### src/psv_regs.svh
// psv_regs.svh: offsets, field positions, reset values and timing counts
// for the port supervisor; assumes a 50 MHz ref_clk and a 1 ms base tick.
`ifndef PSV_REGS_SVH
`define PSV_REGS_SVH

// ---------------------------------------------------------------------------
// clock and base tick
// ---------------------------------------------------------------------------
`define PSV_CLK_HZ           50000000
`define PSV_CLK_NS           20
`define PSV_TICK_US          1000
`define PSV_TICK_CYC         (`PSV_CLK_HZ / 1000000 * `PSV_TICK_US)

// ---------------------------------------------------------------------------
// delays in milliseconds and their counts in base ticks
// ---------------------------------------------------------------------------
`define PSV_STARTUP_MS       4000
`define PSV_MIDSPAN_MS       3200
`define PSV_DISC_BACKOFF_MS  1500
`define PSV_OVLD_MS          62
`define PSV_MPDO_MS          350
`define PSV_GLITCH_MS        20
`define PSV_ALLOC_SETTLE_MS  2
`define PSV_FLASH_PERIOD_MS  1200
`define PSV_FLASH_ON_MS      75
`define PSV_FLASH_GAP_MS     300

`define PSV_STARTUP_TK  12'(`PSV_STARTUP_MS * 1000 / `PSV_TICK_US)
`define PSV_MIDSPAN_TK  12'(`PSV_MIDSPAN_MS * 1000 / `PSV_TICK_US)
`define PSV_DISC_BK_TK  12'(`PSV_DISC_BACKOFF_MS * 1000 / `PSV_TICK_US)
`define PSV_SETTLE_TK   12'(`PSV_ALLOC_SETTLE_MS * 1000 / `PSV_TICK_US)
`define PSV_OVLD_TK     7'(`PSV_OVLD_MS * 1000 / `PSV_TICK_US)
`define PSV_MPDO_TK     9'(`PSV_MPDO_MS * 1000 / `PSV_TICK_US)
`define PSV_GLITCH_TK   5'(`PSV_GLITCH_MS * 1000 / `PSV_TICK_US)
`define PSV_FL_ON_TK    9'(`PSV_FLASH_ON_MS * 1000 / `PSV_TICK_US)
`define PSV_FL_GAP_TK   9'(`PSV_FLASH_GAP_MS * 1000 / `PSV_TICK_US)
`define PSV_FL_REST     4'(`PSV_FLASH_PERIOD_MS / `PSV_FLASH_GAP_MS)

// ---------------------------------------------------------------------------
// sense oscillator and led modulation
// ---------------------------------------------------------------------------
`define PSV_OSC_HZ           110
`define PSV_OSC_CYC          (`PSV_CLK_HZ / `PSV_OSC_HZ)
`define PSV_PWM_HZ           28000
`define PSV_PWM_LOW_NS       2200
`define PSV_PWM_PERIOD_CYC   11'(`PSV_CLK_HZ / `PSV_PWM_HZ)
`define PSV_PWM_LOW_CYC      11'(`PSV_PWM_LOW_NS / `PSV_CLK_NS)

// ---------------------------------------------------------------------------
// register map
// ---------------------------------------------------------------------------
`define PSV_ADDR_CTRL        4'h0
`define PSV_ADDR_STATUS      4'h4
`define PSV_CTRL_RST         2'h0
`define PSV_CTRL_MIDSPAN     0
`define PSV_CTRL_EXT_SUPPLY  1
`define PSV_STAT_STATE_LSB   0
`define PSV_STAT_PORT_ON     3
`define PSV_STAT_DC_MODE     4
`define PSV_STAT_LED_LSB     5
`define PSV_STAT_REG_EN      8

`endif

### src/psv_pkg.sv
// psv_pkg: types shared by the port supervisor and its led driver;
// assumes psv_regs.svh supplies all numeric constants.
package psv_pkg;

	// -----------------------------------------------------------------------
	// states, gray coded along wait, detect, alloc, powered, halt
	// -----------------------------------------------------------------------
	typedef enum logic [2:0] {
		ST_WAIT    = 3'h0,
		ST_DETECT  = 3'h1,
		ST_ALLOC   = 3'h3,
		ST_POWERED = 3'h2,
		ST_HALT    = 3'h6
	} psv_state_e;

	typedef enum logic [2:0] {
		DET_GOOD  = 3'h0,
		DET_LOW_R = 3'h1,
		DET_HIGH_R = 3'h2,
		DET_OPEN  = 3'h3,
		DET_SHORT = 3'h4
	} psv_det_e;

	typedef enum logic [2:0] {
		LED_OFF = 3'h0,
		LED_ON  = 3'h1,
		LED_F1  = 3'h2,
		LED_F2  = 3'h3,
		LED_F5  = 3'h4,
		LED_F9  = 3'h5
	} psv_led_e;

	// -----------------------------------------------------------------------
	// carriers
	// -----------------------------------------------------------------------
	typedef struct packed {
		logic severe_fault;
		logic overload;
		logic port_v_low;
		logic overtemp;
		logic undercurrent;
		logic ac_sense_pin;
	} psv_flags_s;

	typedef struct packed {
		logic     done;
		psv_det_e code;
	} psv_det_s;

endpackage

### src/psv_supervisor.sv
// psv_supervisor: single-port power sourcing sequencer, fault timers,
// disconnect sensing, sense oscillator and register port.
// assumes all comparator flags and pins are synchronous to ref_clk.
`timescale 1ns/10ps
`include "psv_regs.svh"

module psv_supervisor #(
	parameter int TICK_CYCLES = `PSV_TICK_CYC,
	parameter int OSC_CYCLES  = `PSV_OSC_CYC
) (
	input  wire logic                ref_clk,
	input  wire logic                reset,
	input  wire logic [3:0]          reg_addr,
	input  wire logic [31:0]         reg_wdata,
	input  wire logic                reg_wr,
	input  wire logic                reg_rd,
	output logic [31:0]              reg_rdata,
	input  wire psv_pkg::psv_flags_s flags,
	input  wire psv_pkg::psv_det_s   det,
	input  wire logic                alloc_over,
	input  wire logic                shutdown_n,
	input  wire logic                sine_osc_pin_i,
	output logic                     sine_osc_pin_o,
	output logic                     sine_osc_pin_oe,
	output logic                     det_start,
	output logic                     alloc_src,
	output logic                     port_on,
	output logic                     fast_off,
	output logic                     ilim_reduced,
	output logic                     regulator_en,
	output logic                     led_sink
);
	import psv_pkg::*;

	localparam logic [15:0] TICK_LAST = 16'(TICK_CYCLES - 1);
	localparam logic [19:0] OSC_LAST  = 20'(OSC_CYCLES - 1);
	localparam logic [19:0] OSC_HALF  = 20'(OSC_CYCLES / 2);

	psv_state_e  state_q;
	psv_led_e    led_code_q;
	logic [11:0] wait_q;
	logic [15:0] tick_cnt_q;
	logic        tick_q;
	logic        strap_done_q;
	logic        dc_mode_q;
	logic [19:0] osc_cnt_q;
	logic        sample_q;
	logic [1:0]  ctrl_q;
	logic [6:0]  ovl_cnt_q;
	logic [8:0]  dis_cnt_q;
	logic [4:0]  pres_cnt_q;
	logic        ac_low_q;
	logic        ac_good_q;
	logic        halt_req;
	logic        powered;
	logic        ovl_cond;
	logic        ovl_expire;
	logic        dis_cond;
	logic        dis_clear;
	logic        dis_expire;
	logic        midspan;

	// -----------------------------------------------------------------------
	// base tick and strap capture
	// -----------------------------------------------------------------------

	// one millisecond tick; every delay below counts these
	always_ff @(posedge ref_clk or posedge reset) begin
		if (reset) begin
			tick_cnt_q <= 16'h0000;
			tick_q     <= 1'b0;
		end else begin
			tick_q <= (tick_cnt_q == TICK_LAST);
			if (tick_cnt_q == TICK_LAST)
				tick_cnt_q <= 16'h0000;
			else
				tick_cnt_q <= tick_cnt_q + 16'h0001;
		end
	end

	// strap read once after release, while the pin is still undriven
	always_ff @(posedge ref_clk or posedge reset) begin
		if (reset) begin
			strap_done_q <= 1'b0;
			dc_mode_q    <= 1'b0;
		end else if (!strap_done_q) begin
			strap_done_q <= 1'b1;
			dc_mode_q    <= !sine_osc_pin_i;
		end
	end

	// -----------------------------------------------------------------------
	// sense oscillator
	// -----------------------------------------------------------------------

	// phase counter off the core clock, so sampling stays in lockstep
	always_ff @(posedge ref_clk or posedge reset) begin
		if (reset) begin
			osc_cnt_q       <= 20'h0_0000;
			sample_q        <= 1'b0;
			sine_osc_pin_o  <= 1'b0;
			sine_osc_pin_oe <= 1'b0;
		end else begin
			sine_osc_pin_oe <= strap_done_q && !dc_mode_q;
			sine_osc_pin_o  <= (osc_cnt_q < OSC_HALF);
			sample_q        <= 1'b0;
			if (!strap_done_q || dc_mode_q) begin
				osc_cnt_q <= 20'h0_0000;
			end else if (osc_cnt_q == OSC_LAST) begin
				osc_cnt_q <= 20'h0_0000;
				sample_q  <= 1'b1;
			end else begin
				osc_cnt_q <= osc_cnt_q + 20'h0_0001;
			end
		end
	end

	// -----------------------------------------------------------------------
	// register port
	// -----------------------------------------------------------------------

	// control bits: midspan backoff and external logic supply
	always_ff @(posedge ref_clk or posedge reset) begin
		if (reset)
			ctrl_q <= `PSV_CTRL_RST;
		else if (reg_wr && reg_addr == `PSV_ADDR_CTRL)
			ctrl_q <= reg_wdata[1:0];
	end

	assign midspan = ctrl_q[`PSV_CTRL_MIDSPAN];

	// read data valid only in the cycle after the strobe
	always_ff @(posedge ref_clk or posedge reset) begin
		if (reset) begin
			reg_rdata <= 32'h0000_0000;
		end else begin
			reg_rdata <= 32'h0000_0000;
			if (reg_rd && reg_addr == `PSV_ADDR_CTRL) begin
				reg_rdata[1:0] <= ctrl_q;
			end else if (reg_rd && reg_addr == `PSV_ADDR_STATUS) begin
				reg_rdata[`PSV_STAT_STATE_LSB +: 3] <= state_q;
				reg_rdata[`PSV_STAT_PORT_ON]        <= port_on;
				reg_rdata[`PSV_STAT_DC_MODE]        <= dc_mode_q;
				reg_rdata[`PSV_STAT_LED_LSB +: 3]   <= led_code_q;
				reg_rdata[`PSV_STAT_REG_EN]         <= regulator_en;
			end
		end
	end

	// -----------------------------------------------------------------------
	// fault and disconnect conditions
	// -----------------------------------------------------------------------
	assign halt_req = !shutdown_n || flags.overtemp;
	assign powered  = (state_q == ST_POWERED);
	// a severe fault is always above the cut level as well
	assign ovl_cond = flags.overload || flags.severe_fault;
	assign ovl_expire = powered && tick_q && ovl_cond &&
		(ovl_cnt_q == `PSV_OVLD_TK - 7'h01);
	assign dis_cond = dc_mode_q ? flags.undercurrent : ac_low_q;
	assign dis_clear = dc_mode_q ?
		(tick_q && !flags.undercurrent &&
			pres_cnt_q == `PSV_GLITCH_TK - 5'h01) :
		(sample_q && flags.ac_sense_pin && ac_good_q);
	assign dis_expire = powered && tick_q && dis_cond &&
		(dis_cnt_q == `PSV_MPDO_TK - 9'h001);

	// overload timer; any drop below cut restarts it
	always_ff @(posedge ref_clk or posedge reset) begin
		if (reset)
			ovl_cnt_q <= 7'h00;
		else if (!powered || halt_req)
			ovl_cnt_q <= 7'h00;
		else if (!ovl_cond)
			ovl_cnt_q <= 7'h00;
		else if (tick_q)
			ovl_cnt_q <= ovl_cnt_q + 7'h01;
	end

	// presence filter: current must stay for the glitch window
	always_ff @(posedge ref_clk or posedge reset) begin
		if (reset)
			pres_cnt_q <= 5'h00;
		else if (!powered || flags.undercurrent)
			pres_cnt_q <= 5'h00;
		else if (tick_q && pres_cnt_q != `PSV_GLITCH_TK - 5'h01)
			pres_cnt_q <= pres_cnt_q + 5'h01;
	end

	// ac samples: a low one arms counting, two good ones disarm
	always_ff @(posedge ref_clk or posedge reset) begin
		if (reset) begin
			ac_low_q  <= 1'b0;
			ac_good_q <= 1'b0;
		end else if (!powered) begin
			ac_low_q  <= 1'b0;
			ac_good_q <= 1'b0;
		end else if (sample_q) begin
			ac_good_q <= flags.ac_sense_pin;
			if (!flags.ac_sense_pin)
				ac_low_q <= 1'b1;
			else if (ac_good_q)
				ac_low_q <= 1'b0;
		end
	end

	// disconnect timer, shared by both sensing modes
	always_ff @(posedge ref_clk or posedge reset) begin
		if (reset)
			dis_cnt_q <= 9'h000;
		else if (!powered || halt_req)
			dis_cnt_q <= 9'h000;
		else if (dis_clear)
			dis_cnt_q <= 9'h000;
		else if (tick_q && dis_cond)
			dis_cnt_q <= dis_cnt_q + 9'h001;
	end

	// -----------------------------------------------------------------------
	// port sequencer
	// -----------------------------------------------------------------------

	// halt outranks everything; every exit back to wait or detect reloads its backoff wait
	always_ff @(posedge ref_clk or posedge reset) begin
		if (reset) begin
			state_q    <= ST_WAIT;
			wait_q     <= `PSV_STARTUP_TK;
			det_start  <= 1'b0;
			alloc_src  <= 1'b0;
			port_on    <= 1'b0;
			led_code_q <= LED_OFF;
		end else begin
			det_start <= 1'b0;
			if (halt_req) begin
				state_q   <= ST_HALT;
				port_on   <= 1'b0;
				alloc_src <= 1'b0;
				wait_q    <= `PSV_STARTUP_TK;
			end else begin
				case (state_q)
					ST_WAIT: begin
						if (wait_q == 12'h000) begin
							state_q   <= ST_DETECT;
							det_start <= 1'b1;
						end else if (tick_q) begin
							wait_q <= wait_q - 12'h001;
						end
					end
					ST_DETECT: begin
						if (det.done && det.code == DET_GOOD) begin
							state_q   <= ST_ALLOC;
							alloc_src <= 1'b1;
							wait_q    <= `PSV_SETTLE_TK;
						end else if (det.done) begin
							case (det.code)
								DET_LOW_R:  led_code_q <= LED_F1;
								DET_HIGH_R: led_code_q <= LED_F2;
								default:    led_code_q <= LED_OFF;
							endcase
							state_q   <= midspan ? ST_WAIT : ST_DETECT;
							wait_q    <= `PSV_MIDSPAN_TK;
							det_start <= !midspan;
						end
					end
					ST_ALLOC: begin
						if (wait_q != 12'h000) begin
							if (tick_q)
								wait_q <= wait_q - 12'h001;
						end else if (alloc_over) begin
							alloc_src  <= 1'b0;
							led_code_q <= LED_F9;
							state_q    <= midspan ? ST_WAIT : ST_DETECT;
							wait_q     <= `PSV_MIDSPAN_TK;
							det_start  <= !midspan;
						end else begin
							state_q    <= ST_POWERED;
							port_on    <= 1'b1;
							led_code_q <= LED_ON;
						end
					end
					ST_POWERED: begin
						if (ovl_expire) begin
							state_q    <= ST_WAIT;
							port_on    <= 1'b0;
							alloc_src  <= 1'b0;
							led_code_q <= LED_F5;
							wait_q     <= `PSV_STARTUP_TK;
						end else if (dis_expire) begin
							state_q    <= ST_WAIT;
							port_on    <= 1'b0;
							alloc_src  <= 1'b0;
							led_code_q <= LED_OFF;
							wait_q     <= `PSV_DISC_BK_TK;
						end
					end
					ST_HALT: begin
						state_q <= ST_WAIT;
						wait_q  <= `PSV_STARTUP_TK;
					end
					default: begin
						state_q <= ST_WAIT;
						wait_q  <= `PSV_STARTUP_TK;
					end
				endcase
			end
		end
	end

	// -----------------------------------------------------------------------
	// analog control outputs
	// -----------------------------------------------------------------------

	// gate kill follows a severe fault while powered; the limit loop then holds current
	always_ff @(posedge ref_clk or posedge reset) begin
		if (reset) begin
			fast_off     <= 1'b0;
			ilim_reduced <= 1'b0;
			regulator_en <= 1'b0;
		end else begin
			fast_off     <= powered && flags.severe_fault;
			ilim_reduced <= flags.port_v_low;
			regulator_en <= !flags.overtemp;
		end
	end

	psv_led_drv u_led (
		.ref_clk    (ref_clk),
		.reset      (reset),
		.tick       (tick_q),
		.code       (led_code_q),
		.ext_supply (ctrl_q[`PSV_CTRL_EXT_SUPPLY]),
		.led_sink   (led_sink)
	);
endmodule // psv_supervisor

### src/psv_led_drv.sv
// psv_led_drv: led flash-code sequencer and low-side pwm drive;
// assumes a one-cycle base tick every millisecond from the supervisor.
`timescale 1ns/10ps
`include "psv_regs.svh"

module psv_led_drv (
	input  wire logic              ref_clk,
	input  wire logic              reset,
	input  wire logic              tick,
	input  wire psv_pkg::psv_led_e code,
	input  wire logic              ext_supply,
	output logic                   led_sink
);
	import psv_pkg::*;

	logic [8:0]  pos_q;
	logic [3:0]  slot_q;
	logic [3:0]  flashes;
	logic [10:0] pwm_q;
	psv_led_e    code_q;
	logic        lit;

	// flashes per code
	always_comb begin
		case (code)
			LED_F1: flashes = 4'h1;
			LED_F2: flashes = 4'h2;
			LED_F5: flashes = 4'h5;
			LED_F9: flashes = 4'h9;
			default: flashes = 4'h0;
		endcase
	end

	// frame of flash slots plus three quiet slots; restarts on a new code
	always_ff @(posedge ref_clk or posedge reset) begin
		if (reset) begin
			pos_q  <= 9'h000;
			slot_q <= 4'h0;
			code_q <= LED_OFF;
		end else begin
			code_q <= code;
			if (code != code_q) begin
				pos_q  <= 9'h000;
				slot_q <= 4'h0;
			end else if (tick) begin
				if (pos_q == `PSV_FL_GAP_TK - 9'h001) begin
					pos_q <= 9'h000;
					if (slot_q == flashes + `PSV_FL_REST - 4'h2)
						slot_q <= 4'h0;
					else
						slot_q <= slot_q + 4'h1;
				end else begin
					pos_q <= pos_q + 9'h001;
				end
			end
		end
	end

	// steady on while the code is LED_ON, which a halt leaves set; flash slots otherwise
	assign lit = (code == LED_ON) ||
		((slot_q < flashes) && (pos_q < `PSV_FL_ON_TK));

	// 28 khz carrier; wraps at the period
	always_ff @(posedge ref_clk or posedge reset) begin
		if (reset)
			pwm_q <= 11'h000;
		else if (pwm_q == `PSV_PWM_PERIOD_CYC - 11'h001)
			pwm_q <= 11'h000;
		else
			pwm_q <= pwm_q + 11'h001;
	end

	// internal supply pulses the sink, external supply holds it
	always_ff @(posedge ref_clk or posedge reset) begin
		if (reset)
			led_sink <= 1'b0;
		else
			led_sink <= lit && (ext_supply ||
				(pwm_q < `PSV_PWM_LOW_CYC));
	end

endmodule // psv_led_drv

### config.mk
export PLATFORM = sky130hd
export DESIGN_NAME = psv_supervisor
export DESIGN_NICKNAME = d
export VERILOG_FILES = /design/src/psv_pkg.sv /design/src/psv_supervisor.sv /design/src/psv_led_drv.sv
export VERILOG_INCLUDE_DIRS = /design/src /design/src/src
export SDC_FILE = /design/constraint.sdc
export NUM_CORES = 1
export LEC_CHECK = 0
export BUFFER_PORTS_ARGS = -buffer_cell sky130_fd_sc_hd__buf_2
export CAP_MARGIN = 20
export CORE_ASPECT_RATIO = 0.6
export CORE_MARGIN = 5
export CORE_UTILIZATION = 50
export DETAILED_ROUTE_END_ITERATION = 16
export PLACE_DENSITY = 0.78
export SKIP_CTS_REPAIR_TIMING = 1
export SYNTH_ARGS = -nofsm -noshare
export SYNTH_HDL_FRONTEND = slang
export SYNTH_HIERARCHICAL = 1
export SYNTH_SLANG_ARGS = --single-unit
### constraint.sdc
create_clock -name ref_clk -period 3.1 [get_ports ref_clk]
set_input_delay 0.31 -clock ref_clk [delete_from_list [all_inputs] [get_ports ref_clk]]
set_output_delay 0.31 -clock ref_clk [all_outputs]
set_load 0.05 [all_outputs]
Word level (Yosys, flattened, before mapping)

Index checks and enable logic that the tools add are counted.

$add $sub $neg: 11
Multipliers: 0
Divide/modulo/power cells: 0
Magnitude comparators: 4
Eq/ne operators: 37
Shift-type cells: 0
Multiplexer cells: 78
Bitwise gates (word level): 1
Reductions and logical operators: 53

Operator list:

| kind                                                   | number |
|---|---|
| two-way mux 12 bit                                     | 9 |
| two-way mux 9 bit                                      | 7 |
| case mux 12 bit (4 select lines)                       | 1 |
| two-way mux 20 bit                                     | 2 |
| two-way mux 3 bit                                      | 12 |
| two-way mux 7 bit                                      | 4 |
| two-way mux 1 bit                                      | 26 |
| != test 3 bit (second input constant)                  | 7 |
| adder 20 x 1 -> 20 bit (second input constant)         | 1 |
| equality test 20 x 19 -> 1 bit (second input constant) | 1 |
| < comparator 20 x 18 -> 1 bit (second input constant)  | 1 |
| logical AND 1 bit                                      | 19 |
| adder 9 x 1 -> 9 bit (second input constant)           | 2 |
| equality test 9 bit (second input constant)            | 2 |
| adder 16 x 1 -> 16 bit (second input constant)         | 1 |
| equality test 16 bit (second input constant)           | 1 |
| two-way mux 16 bit                                     | 1 |
| two-way mux 4 bit                                      | 4 |
| case mux 4 bit (4 select lines)                        | 1 |
| equality test 3 x 2 -> 1 bit (second input constant)   | 5 |
| logical NOT 12 bit                                     | 1 |
| case mux 3 bit (4 select lines)                        | 1 |
| AND reduction 4 bit                                    | 3 |
| nonzero test 12 bit                                    | 1 |
| other kinds (42)                                       | 71 |

Register bits: 128
Latch bits: 0
Memory bits (writable): 0
Memory bits (read-only): 0
Output and inout port bits: 41
Memories kept: 0

Longest topological paths before layout

Gate-level depths: netlist of run 1.

Depth in word-level cells: 9
Depth in mapped cells: 9

Modules after synthesis

The synthesis of run 1 kept the hierarchy.

By module, submodules not included:

| module         | instances | cells each | area an instance (um2) |
|---|---|---|---|
| psv_supervisor | 1         | 539        | 5295.1 |
| psv_led_drv    | 1         | 168        | 1614.0 |

Worst setup path before layout of run 1

Ideal clock, no wire load.

Kind: flip-flop to flip-flop
Start point: reg wait_q[0]
End point: reg led_code_q[0]
Setup time: 125 ps
Arrival: 2170 ps
Required time: 2975 ps
Setup slack: 805 ps
Stages on the path, launching flop included: 7
Buffers on the path: 0
Cell sequence: dfrtp_1 -> inv_1 -> ha_1 -> or3b_2 -> o31a_1 -> or3b_4 -> mux2_4

Longest elaborated chain between the ends: 3

Ends and longest elaborated chain:

| what                                 | RTL line              | text |
|---|---|---|
| from (decl)                          | psv_supervisor.sv:41  | `logic [11:0] wait_q;` |
| from (signal assigned)               | psv_supervisor.sv:226 | `` wait_q <= `PSV_STARTUP_TK; `` |
| from (signal assigned)               | psv_supervisor.sv:237 | `` wait_q <= `PSV_STARTUP_TK; `` |
| from (signal assigned)               | psv_supervisor.sv:245 | `wait_q <= wait_q - 12'h001;` |
| nonzero test 12 bit                  | psv_supervisor.sv:265 | `if (wait_q != 12'h000) begin` |
| != test 2 bit (no source line)       | -                     |  |
| AND reduction 6 bit (no source line) | -                     |  |
| to (signal assigned)                 | psv_supervisor.sv:270 | `led_code_q <= LED_F9;` |
| to (signal assigned)                 | psv_supervisor.sv:277 | `led_code_q <= LED_ON;` |
| to (signal assigned)                 | psv_supervisor.sv:285 | `led_code_q <= LED_F5;` |
| to (decl)                            | psv_supervisor.sv:40  | `psv_led_e led_code_q;` |

Every way passes these cells.
A chain may end at the register's enable or synchronous reset.

Final worst setup path of run 1

Start point: reg wait_q[0]
End point: reg wait_q[0]

Longest elaborated chain between the ends: 5
Elaborated cells between the ends (all ways): 11

Ends and longest elaborated chain:

| what                                  | RTL line                                     | text |
|---|---|---|
| subtractor 12 x 1 -> 12 bit           | psv_supervisor.sv:245, psv_supervisor.sv:267 |  |
| two-way mux 12 bit                    | psv_supervisor.sv:244, psv_supervisor.sv:266 |  |
| two-way mux 12 bit (on tied branches) | psv_supervisor.sv:265, psv_supervisor.sv:241 |  |
| case mux 12 bit (4 select lines)      | psv_supervisor.sv:239                        | `case (state_q)` |
| two-way mux 12 bit                    | psv_supervisor.sv:233                        | `if (halt_req) begin` |

Several ways; a longest one is shown, not always the timed one. The select of a mux whose other input is x is not followed.

==> results of run 1 <==
[registers in the layout, summed over array words and instances (netlist names), 5 cells and up]
name         cells
osc_cnt_q       20
wait_q          12
u_led/pwm_q     11
reg_rdata        9
dis_cnt_q        9
u_led/pos_q      9
tick_cnt_q      16
pres_cnt_q       5
ovl_cnt_q        7
[through the flow]
step           hold slack, ns  cells  setup slack, ns  power, mW  instance area (sq um)
4_1_cts               -0.0168    949            0.424       4.14                   7900
3_5_place_dp            0.419    917            0.549       2.12                   7300
6_report              -0.0173    950            0.413       4.10                   7910
5_1_grt                0.0353    950            0.279       4.25                   7910
2_1_floorplan           0.341    729            0.181       2.04                   6990
3_3_place_gp            0.419    916            0.628       2.11                   7270
[kinds of logic after synthesis]
| logic type | Yosys count | synth area share (%) |
|---|---|---|
| xor+xnor | 64 | 8.33 |
| buf+inv | 67 | 5.03 |
| flops | 128 | 46.5 |
| fa+ha+maj | 18 | 3.26 |
| simple gates | 319 | 25.0 |
| other cells | 2 | 0.109 |
| compound gates | 97 | 9.82 |
| mux | 12 | 2.03 |
[worst reg2reg max path: stages, from the launching register on]
cell	delay [ns]
dfrtp_1	0.42
inv_1	0.10
ha_1	0.15
or3b_2	0.52
o31a_1	0.41
nor2_2	0.43
o311ai_0	0.25
a22o_1	0.30
[layer usage]
metal / track usage [%] / vias up
li1: - / 2566
met1: 30.0 / 2612
met2: 28.3 / 157
met3: 4.33 / 25
met4: 7.15 / 0
met5: 0 / -
[cell usage in the layout, fill, tap and decap left out, types with 11 or more instances in the layout]
master,count
nand3_1,30
o21ai_0,20
dfrtp_1,122
nor2_1,90
conb_1,24
and2_1,13
nand2_1,50
buf_4,12
a21oi_1,16
nor3_1,23
ha_1,18
nand4_1,18
xor2_1,37
nor2b_1,11
and3_1,12
inv_1,25
clkbuf_16,17
xnor2_1,25
buf_2,40
[Yosys cell counts (5+ instances only)]
| cell type | number | area [sq um] |
|---|---|---|
| a21oi_1 | 16 | 80.1 |
| xnor2_1 | 25 | 219 |
| dfrtp_1 | 122 | 3050 |
| nand4_1 | 18 | 113 |
| clkbuf_1 | 14 | 52.6 |
| o31ai_1 | 5 | 37.5 |
| o211ai_1 | 6 | 45.0 |
| buf_4 | 23 | 173 |
| nor3_1 | 23 | 115 |
| nand2_1 | 50 | 188 |
| nor3b_1 | 5 | 37.5 |
| ha_1 | 18 | 225 |
| o21ai_0 | 20 | 100 |
| xor2_1 | 37 | 324 |
| nand3b_1 | 7 | 52.6 |
| inv_1 | 26 | 97.6 |
| o2111ai_1 | 5 | 43.8 |
| nor2_1 | 90 | 338 |
| nand2b_1 | 9 | 56.3 |
| a22o_1 | 7 | 61.3 |
| nor2b_1 | 11 | 68.8 |
| dfstp_2 | 6 | 158 |
| and3_1 | 12 | 75.1 |
| nand3_1 | 30 | 150 |
| or3_1 | 5 | 31.3 |
| nor4_1 | 9 | 56.3 |
| and2_1 | 13 | 81.3 |
| mux2i_1 | 5 | 50.1 |
[report_power, final]
group          internal [mW]  leakage, nW  switching [mW]  total [mW]
Sequential              1.70         1.71          0.0365        1.74
Clock                   1.25        0.290           0.754        2.01
Combinational         0.0976         1.50           0.256       0.354
[final timing paths]
check                                from             end  slack (ns)  cells after the start
hold / removal                      reset  u_led/pwm_q[7]       -0.02                      2
setup / recovery                wait_q[0]       wait_q[0]        0.41                      7
min in group ref_clk       sine_osc_pin_i       dc_mode_q        0.11                      2
max in group asynchronous           reset       wait_q[7]        2.35                      3
setup reg to reg                wait_q[0]       wait_q[0]        0.41                      7
hold reg to reg             tick_cnt_q[0]   tick_cnt_q[0]        0.46                      1
[cell type report]
type	count	area [sq um]
fillers	1103	5670
flip-flops and latches	128	3210
inverters	26	100
clock inverters	11	129
multi-input cells	534	3430
clock buffers	21	470
well taps	175	219
repair buffers	55	348
==> flow_summary.json, run 1 <==
{
  "post-route-min-period_ns": 2.69,
  "grt_remaining_overflow": 0,
  "fin_util_pct": 58.2,
  "routed_wl_microns": 15100,
  "finalSetupTns_ns": 0,
  "synthCells": 707,
  "hold_class": "input port to async pin",
  "max_slew_margin_pct": 51.1,
  "dr.pass1.iters": 5,
  "path_delay_family": "simple AND/OR/NAND/NOR gates",
  "drc_errors": 0,
  "htree_levels": 4,
  "start_util_pct": 50.9,
  "finalCritPeriodShare_pct": 86.7,
  "routedWlPerCell_microns": 15.9,
  "cts_buffers": 17,
  "cp_cell_sequence": "inv_1 -> ha_1 -> or3b_2 -> o31a_1 -> nor2_2 -> o311ai_0 -> a22o_1",
  "die_x_microns": 162,
  "vias": 5360,
  "critPathBufInv": 1,
  "clk_latency_ns": 0.41,
  "grt_max_degree": 55,
  "power_density_mw_per_mm2": 519,
  "path_clk_slew_ns": 0.06,
  "p_leak_nw": 3.49,
  "ys_ff_latch": 128,
  "placement.io_buffers": 40,
  "root_buffer": "clkbuf_16",
  "cp-end-kind": "register",
  "synth-edff-count": 0,
  "async_flop_share_pct": 100,
  "grt_pass1_wl_microns": 26300,
  "ir_drop_mv": 0.316,
  "cts_tree": "built",
  "crit_required_ns": 3.40,
  "maxCapViolations": 0,
  "syn_area_sq_mm": 0.00691,
  "cts_buffer_depth": 2,
  "status": "complete, but fails checks",
  "dr_wl_met3_microns": 780,
  "wl_met1_microns": 7510,
  "first_iter_violations": 469,
  "antenna_found_initial": 0,
  "synth_cell_type_count": 78,
  "crit_path_max_incr_delay_ns": 0.52,
  "dieArea_sq_mm": 0.0163,
  "grt_usage_pct": 19.9,
  "hpwlAfterDp_microns": 10500,
  "path_class": "register to register",
  "worstMarginPinSlew_ns": 0.732,
  "cp_max_fo": 13,
  "seq_area_frac_synth_pct": 46.5,
  "finalHoldViolCount": 11,
  "avgSynthCellArea_sq_um": 9.77,
  "grt_pass1_vias": 5231,
  "max_freq_mhz": 372,
  "core_sq_mm": 0.0136,
  "fin_nets": 833,
  "die_y_microns": 101,
  "rsz0062_at_grt": "no",
  "place_congestion": 0.897,
  "startpoint_type": "register",
  "rows": 33,
  "drv_slew": 0,
  "holdWs_ns": -0.0173,
  "violations": "negative hold slack",
  "critPathSlowestCell": "or3b_2",
  "areaGrowthSynthToFinish_pct": 14.5,
  "cts_sinks": 128,
  "yosysWarningCount": 6,
  "fin_skew_ns": 0.00896,
  "dr.max_layer_used": "met4",
  "synth_top_flop_cell": "dfrtp_1",
  "drive_above_1_share_pct": 14.7,
  "worstPathArrival_ns": 2.98,
  "wl_met2_microns": 6560,
  "via_per_inst": 5.64,
  "setup_viol": 0,
  "ioPinCount": 94,
  "antenna_cells": 0,
  "ant_nets": 0
}
Note: power is estimated with default switching activity, not from simulation.
==> inputs of run 2 (changes only) <==
PLACE_DENSITY = 0.75   (was 0.78)
==> flow_summary.json, run 2 (synthesis results as in run 1) <==
{
  "r2r_cells": 7,
  "antenna_cells": 0,
  "layout_commonest_cell": "dfrtp_1",
  "post-route-min-period_ns": 2.69,
  "hp-start": "sine_osc_pin_i",
  "hold_end": "dc_mode_q",
  "via_per_inst": 5.76,
  "cts_buffer_depth": 2,
  "core_sq_mm": 0.0136,
  "r2r_start": "wait_q[0]",
  "place_congestion": 0.895,
  "min_path_cells": 2,
  "r2r-end": "wait_q[2]",
  "finalHoldViolCount": 0,
  "crit_required_ns": 3.40,
  "root_buffer": "clkbuf_16",
  "finalCritPeriodShare_pct": 86.9,
  "cp-end-kind": "register",
  "die_x_microns": 162,
  "max_slew_margin_pct": 46.3,
  "placement.io_buffers": 40,
  "worstPathArrival_ns": 2.99,
  "setup_ws_ns": 0.406,
  "largest_register_ffs": 20,
  "reg_top3": "osc_cnt_q: 20 flops, tick_cnt_q: 16 flops, wait_q: 12 flops",
  "pre_cts_slack_ns": 0.473,
  "path_class": "register to register",
  "cts_buffers": 17,
  "maxCapViolations": 0,
  "cp_max_fo": 13,
  "setup_viol": 0,
  "power_density_mw_per_mm2": 510,
  "dieArea_sq_mm": 0.0163,
  "use_met1_pct": 27.3,
  "routed_wl_microns": 15800,
  "start_util_pct": 50.9,
  "grt_usage_pct": 19.7,
  "grt_pass1_vias": 5205,
  "vias": 5476,
  "globalRouteMet2Util_pct": 30.7,
  "max_freq_mhz": 371,
  "first_iter_violations": 507,
  "grt_pass1_wl_microns": 26000,
  "finalSetupTns_ns": 0,
  "ant_nets": 0,
  "worstMarginPinSlew_ns": 0.804,
  "hpwlAfterDp_microns": 10900,
  "ir_drop_mv": 0.296,
  "fin_nets": 834,
  "drc_errors": 0,
  "fin_skew_ns": 0.00545,
  "die_y_microns": 101,
  "grt_remaining_overflow": 0,
  "cts_sinks": 128,
  "routedWlPerCell_microns": 16.6,
  "drive_above_1_share_pct": 14.8,
  "antenna_found_initial": 0,
  "dr.pass1.iters": 5,
  "rsz0062_at_grt": "no",
  "holdWs_ns": 0.0865,
  "layout_common_cells": "dfrtp_1 (122), nor2_1 (90), nand2_1 (50)",
  "startpoint_type": "register",
  "clk_latency_ns": 0.41,
  "areaGrowthSynthToFinish_pct": 14.5,
  "use_met3_pct": 5.19,
  "top_register": "osc_cnt_q",
  "drv_slew": 0,
  "htree_levels": 4,
  "p_leak_nw": 3.48,
  "grt_max_degree": 81,
  "hold_class": "input port to register",
  "ioPinCount": 94,
  "path_clk_slew_ns": 0.06,
  "cts_tree": "built",
  "status": "complete, no violations",
  "r2r_slack_ns": 0.41,
  "rows": 33,
  "grt_busiest_layer": "met2"
}
[run 2: changes by cell type in the layout (fill, tap and decap cells not counted), moves of 2 or more]
cell,change
clkinv_2,+2
inv_6,-3
clkinvlp_4,+4
clkbuf_8,-2
[run 2: metal layers]
layer	vias up	wire [microns]
li1	2565	-
met1	2685	7180
met2	197	7490
met3	29	881
met4	0	267
met5	-	0
[run 2: layout make-up]
cell class	instances	area (sq um)
fill	1120	5670
multi-input combinational	534	3430
sequential	128	3210
clock buffer	18	439
timing repair buffer	56	365
tap	175	219
clock inverter	14	143
inverter	26	100
[run 2: worst max path at each step]
stage / start / to / slack (ns) / depth (start not counted)
2_1_floorplan: reset / ac_good_q / 0.18 / 1
3_3_place_gp: wait_q[0] / wait_q[2] / 0.61 / 7
3_5_place_dp: wait_q[0] / wait_q[2] / 0.47 / 7
4_1_cts: wait_q[0] / wait_q[2] / 0.46 / 7
5_1_grt: wait_q[0] / wait_q[2] / 0.34 / 7
6_report: wait_q[0] / wait_q[2] / 0.41 / 7
[run 2: metrics by stage]
stage	cells	power (mW)	area (sq um)	utilization, %
floorplan	729	2.04	6990	-
global placement	915	2.10	7250	53.4
detailed placement	915	2.11	7250	53.4
CTS	947	4.05	7840	57.7
global route	951	4.20	7910	58.2
finish	951	4.04	7910	58.2
[run 2: worst max-delay path, cell delays in order, from the launching register on]
cell,delay [ns]
dfrtp_1,0.41
inv_1,0.09
ha_1,0.14
or3b_2,0.51
o31a_1,0.43
nor2_2,0.45
o21ai_0,0.20
a32o_1,0.32
[run 2: report_power, final]
group	internal (mW)	total [mW]	leakage [nW]	switching (mW)
sequential	1.70	1.74	1.71	0.0369
clock	1.20	1.94	0.270	0.740
combinational	0.0997	0.358	1.50	0.258
==> inputs of run 3 (changes only) <==
CORE_ASPECT_RATIO = not set   (was 0.6)
CORE_MARGIN = 8   (was 5)
==> flow_summary.json, run 3 (synthesis results as in run 1) <==
{
  "placement.io_buffers": 40,
  "cp_max_fo": 13,
  "layout_commonest_cell": "dfrtp_1",
  "holdWs_ns": 0.0671,
  "fin_nets": 829,
  "rsz0062_at_grt": "no",
  "top_register": "osc_cnt_q",
  "rows": 43,
  "worstPathArrival_ns": 2.96,
  "post-route-min-period_ns": 2.65,
  "hold_class": "input port to register",
  "place_congestion": 0.924,
  "root_buffer": "clkbuf_16",
  "grt_remaining_overflow": 0,
  "routedWlPerCell_microns": 15.5,
  "worstMarginPinSlew_ns": 0.718,
  "layout_common_cells": "dfrtp_1 (122), nor2_1 (90), nand2_1 (50)",
  "via_per_inst": 5.66,
  "startpoint_type": "register",
  "setup_viol": 0,
  "first_iter_violations": 329,
  "crit_required_ns": 3.41,
  "areaGrowthSynthToFinish_pct": 14.0,
  "max_slew_margin_pct": 51.5,
  "drc_errors": 0,
  "grt_usage_pct": 17.5,
  "die_x_microns": 134,
  "antenna_found_initial": 1,
  "crit_path_start": "wait_q[0]",
  "fin_skew_ns": 0.00981,
  "die_y_microns": 134,
  "ioPinCount": 94,
  "dr.pass1.iters": 5,
  "cts_tree": "built",
  "cts_buffers": 17,
  "finalHoldViolCount": 0,
  "reg_top3": "osc_cnt_q: 20 flops, tick_cnt_q: 16 flops, wait_q: 12 flops",
  "finalSetupTns_ns": 0,
  "grt_pass1_vias": 5394,
  "ant_nets": 0,
  "cts_buffer_depth": 2,
  "htree_levels": 4,
  "status": "complete, no violations",
  "hpwlAfterDp_microns": 10400,
  "seq_area_sq_mm": 0.00321,
  "path_class": "register to register",
  "drive_above_1_share_pct": 14.3,
  "r2r_start": "wait_q[0]",
  "finalCritPeriodShare_pct": 85.4,
  "ir_drop_mv": 0.388,
  "power_density_mw_per_mm2": 514,
  "clk_latency_ns": 0.43,
  "cp-end-kind": "register",
  "path_clk_slew_ns": 0.06,
  "grt_pass1_wl_microns": 25400,
  "dieArea_sq_mm": 0.0178,
  "max_freq_mhz": 378,
  "grt_max_degree": 57,
  "hp-start": "sine_osc_pin_i",
  "vias": 5378,
  "antenna_cells": 0,
  "maxCapViolations": 0,
  "largest_register_ffs": 20,
  "core_sq_mm": 0.0137,
  "nFillCells": 1140,
  "routed_wl_microns": 14700,
  "cts_sinks": 128,
  "p_leak_nw": 3.47,
  "start_util_pct": 50.6,
  "drv_slew": 0,
  "multi_input_area_sq_mm": 0.00343
}
run 3: final timing paths:
check	endpoint	slack [ns]	cells after the start
setup / recovery	wait_q[2]	0.45	7
max in group asynchronous	wait_q[5]	1.81	4
min in group asynchronous	u_led/pwm_q[10]	0.51	3
hold / removal	dc_mode_q	0.07	2
setup reg to reg	wait_q[2]	0.45	7
hold reg to reg	tick_cnt_q[0]	0.46	1
run 3: worst max-delay path, stage by stage (launching register included):
cell     delay (ns)
dfrtp_1        0.40
inv_1          0.10
ha_1           0.14
or3b_2         0.51
o31a_1         0.42
nor2_2         0.47
o21ai_0        0.19
a32o_1         0.30
run 3: per-layer routing:
layer  vias up  GRT usage [%]  wire (microns)
met3        32           5.65             809
li1       2563              -               -
met5         -              0              12
met4         2           7.36             310
met1      2629           20.5            6190
met2       152           28.8            7420
run 3: per-stage QoR:
step	std cells	util, %	total power [mW]	worst slack, ns	instance area [sq um]
final	951	57.6	4.04	0.454	7880
after floorplan	729	-	2.04	0.181	6990
after CTS	948	57.3	4.07	0.499	7830
after global placement	916	53.0	2.09	0.556	7240
after global routing	951	57.6	4.19	0.324	7880
after detailed placement	916	53.0	2.11	0.515	7240
run 3: final cells by class:
| type | instances | area share [%] |
|---|---|---|
| Clock buffer | 17 | 5.40 |
| Multi-Input combinational cell | 534 | 43.6 |
| Clock inverter | 15 | 2.05 |
| Tap cell | 180 | 2.86 |
| Timing Repair Buffer | 51 | 4.07 |
| Inverter | 26 | 1.27 |
| Sequential cell | 128 | 40.8 |
run 3: power breakdown:
group	total (mW)	internal (mW)	switching, mW
combinational	0.341	0.0957	0.245
clock	1.96	1.19	0.772
sequential	1.74	1.70	0.0386
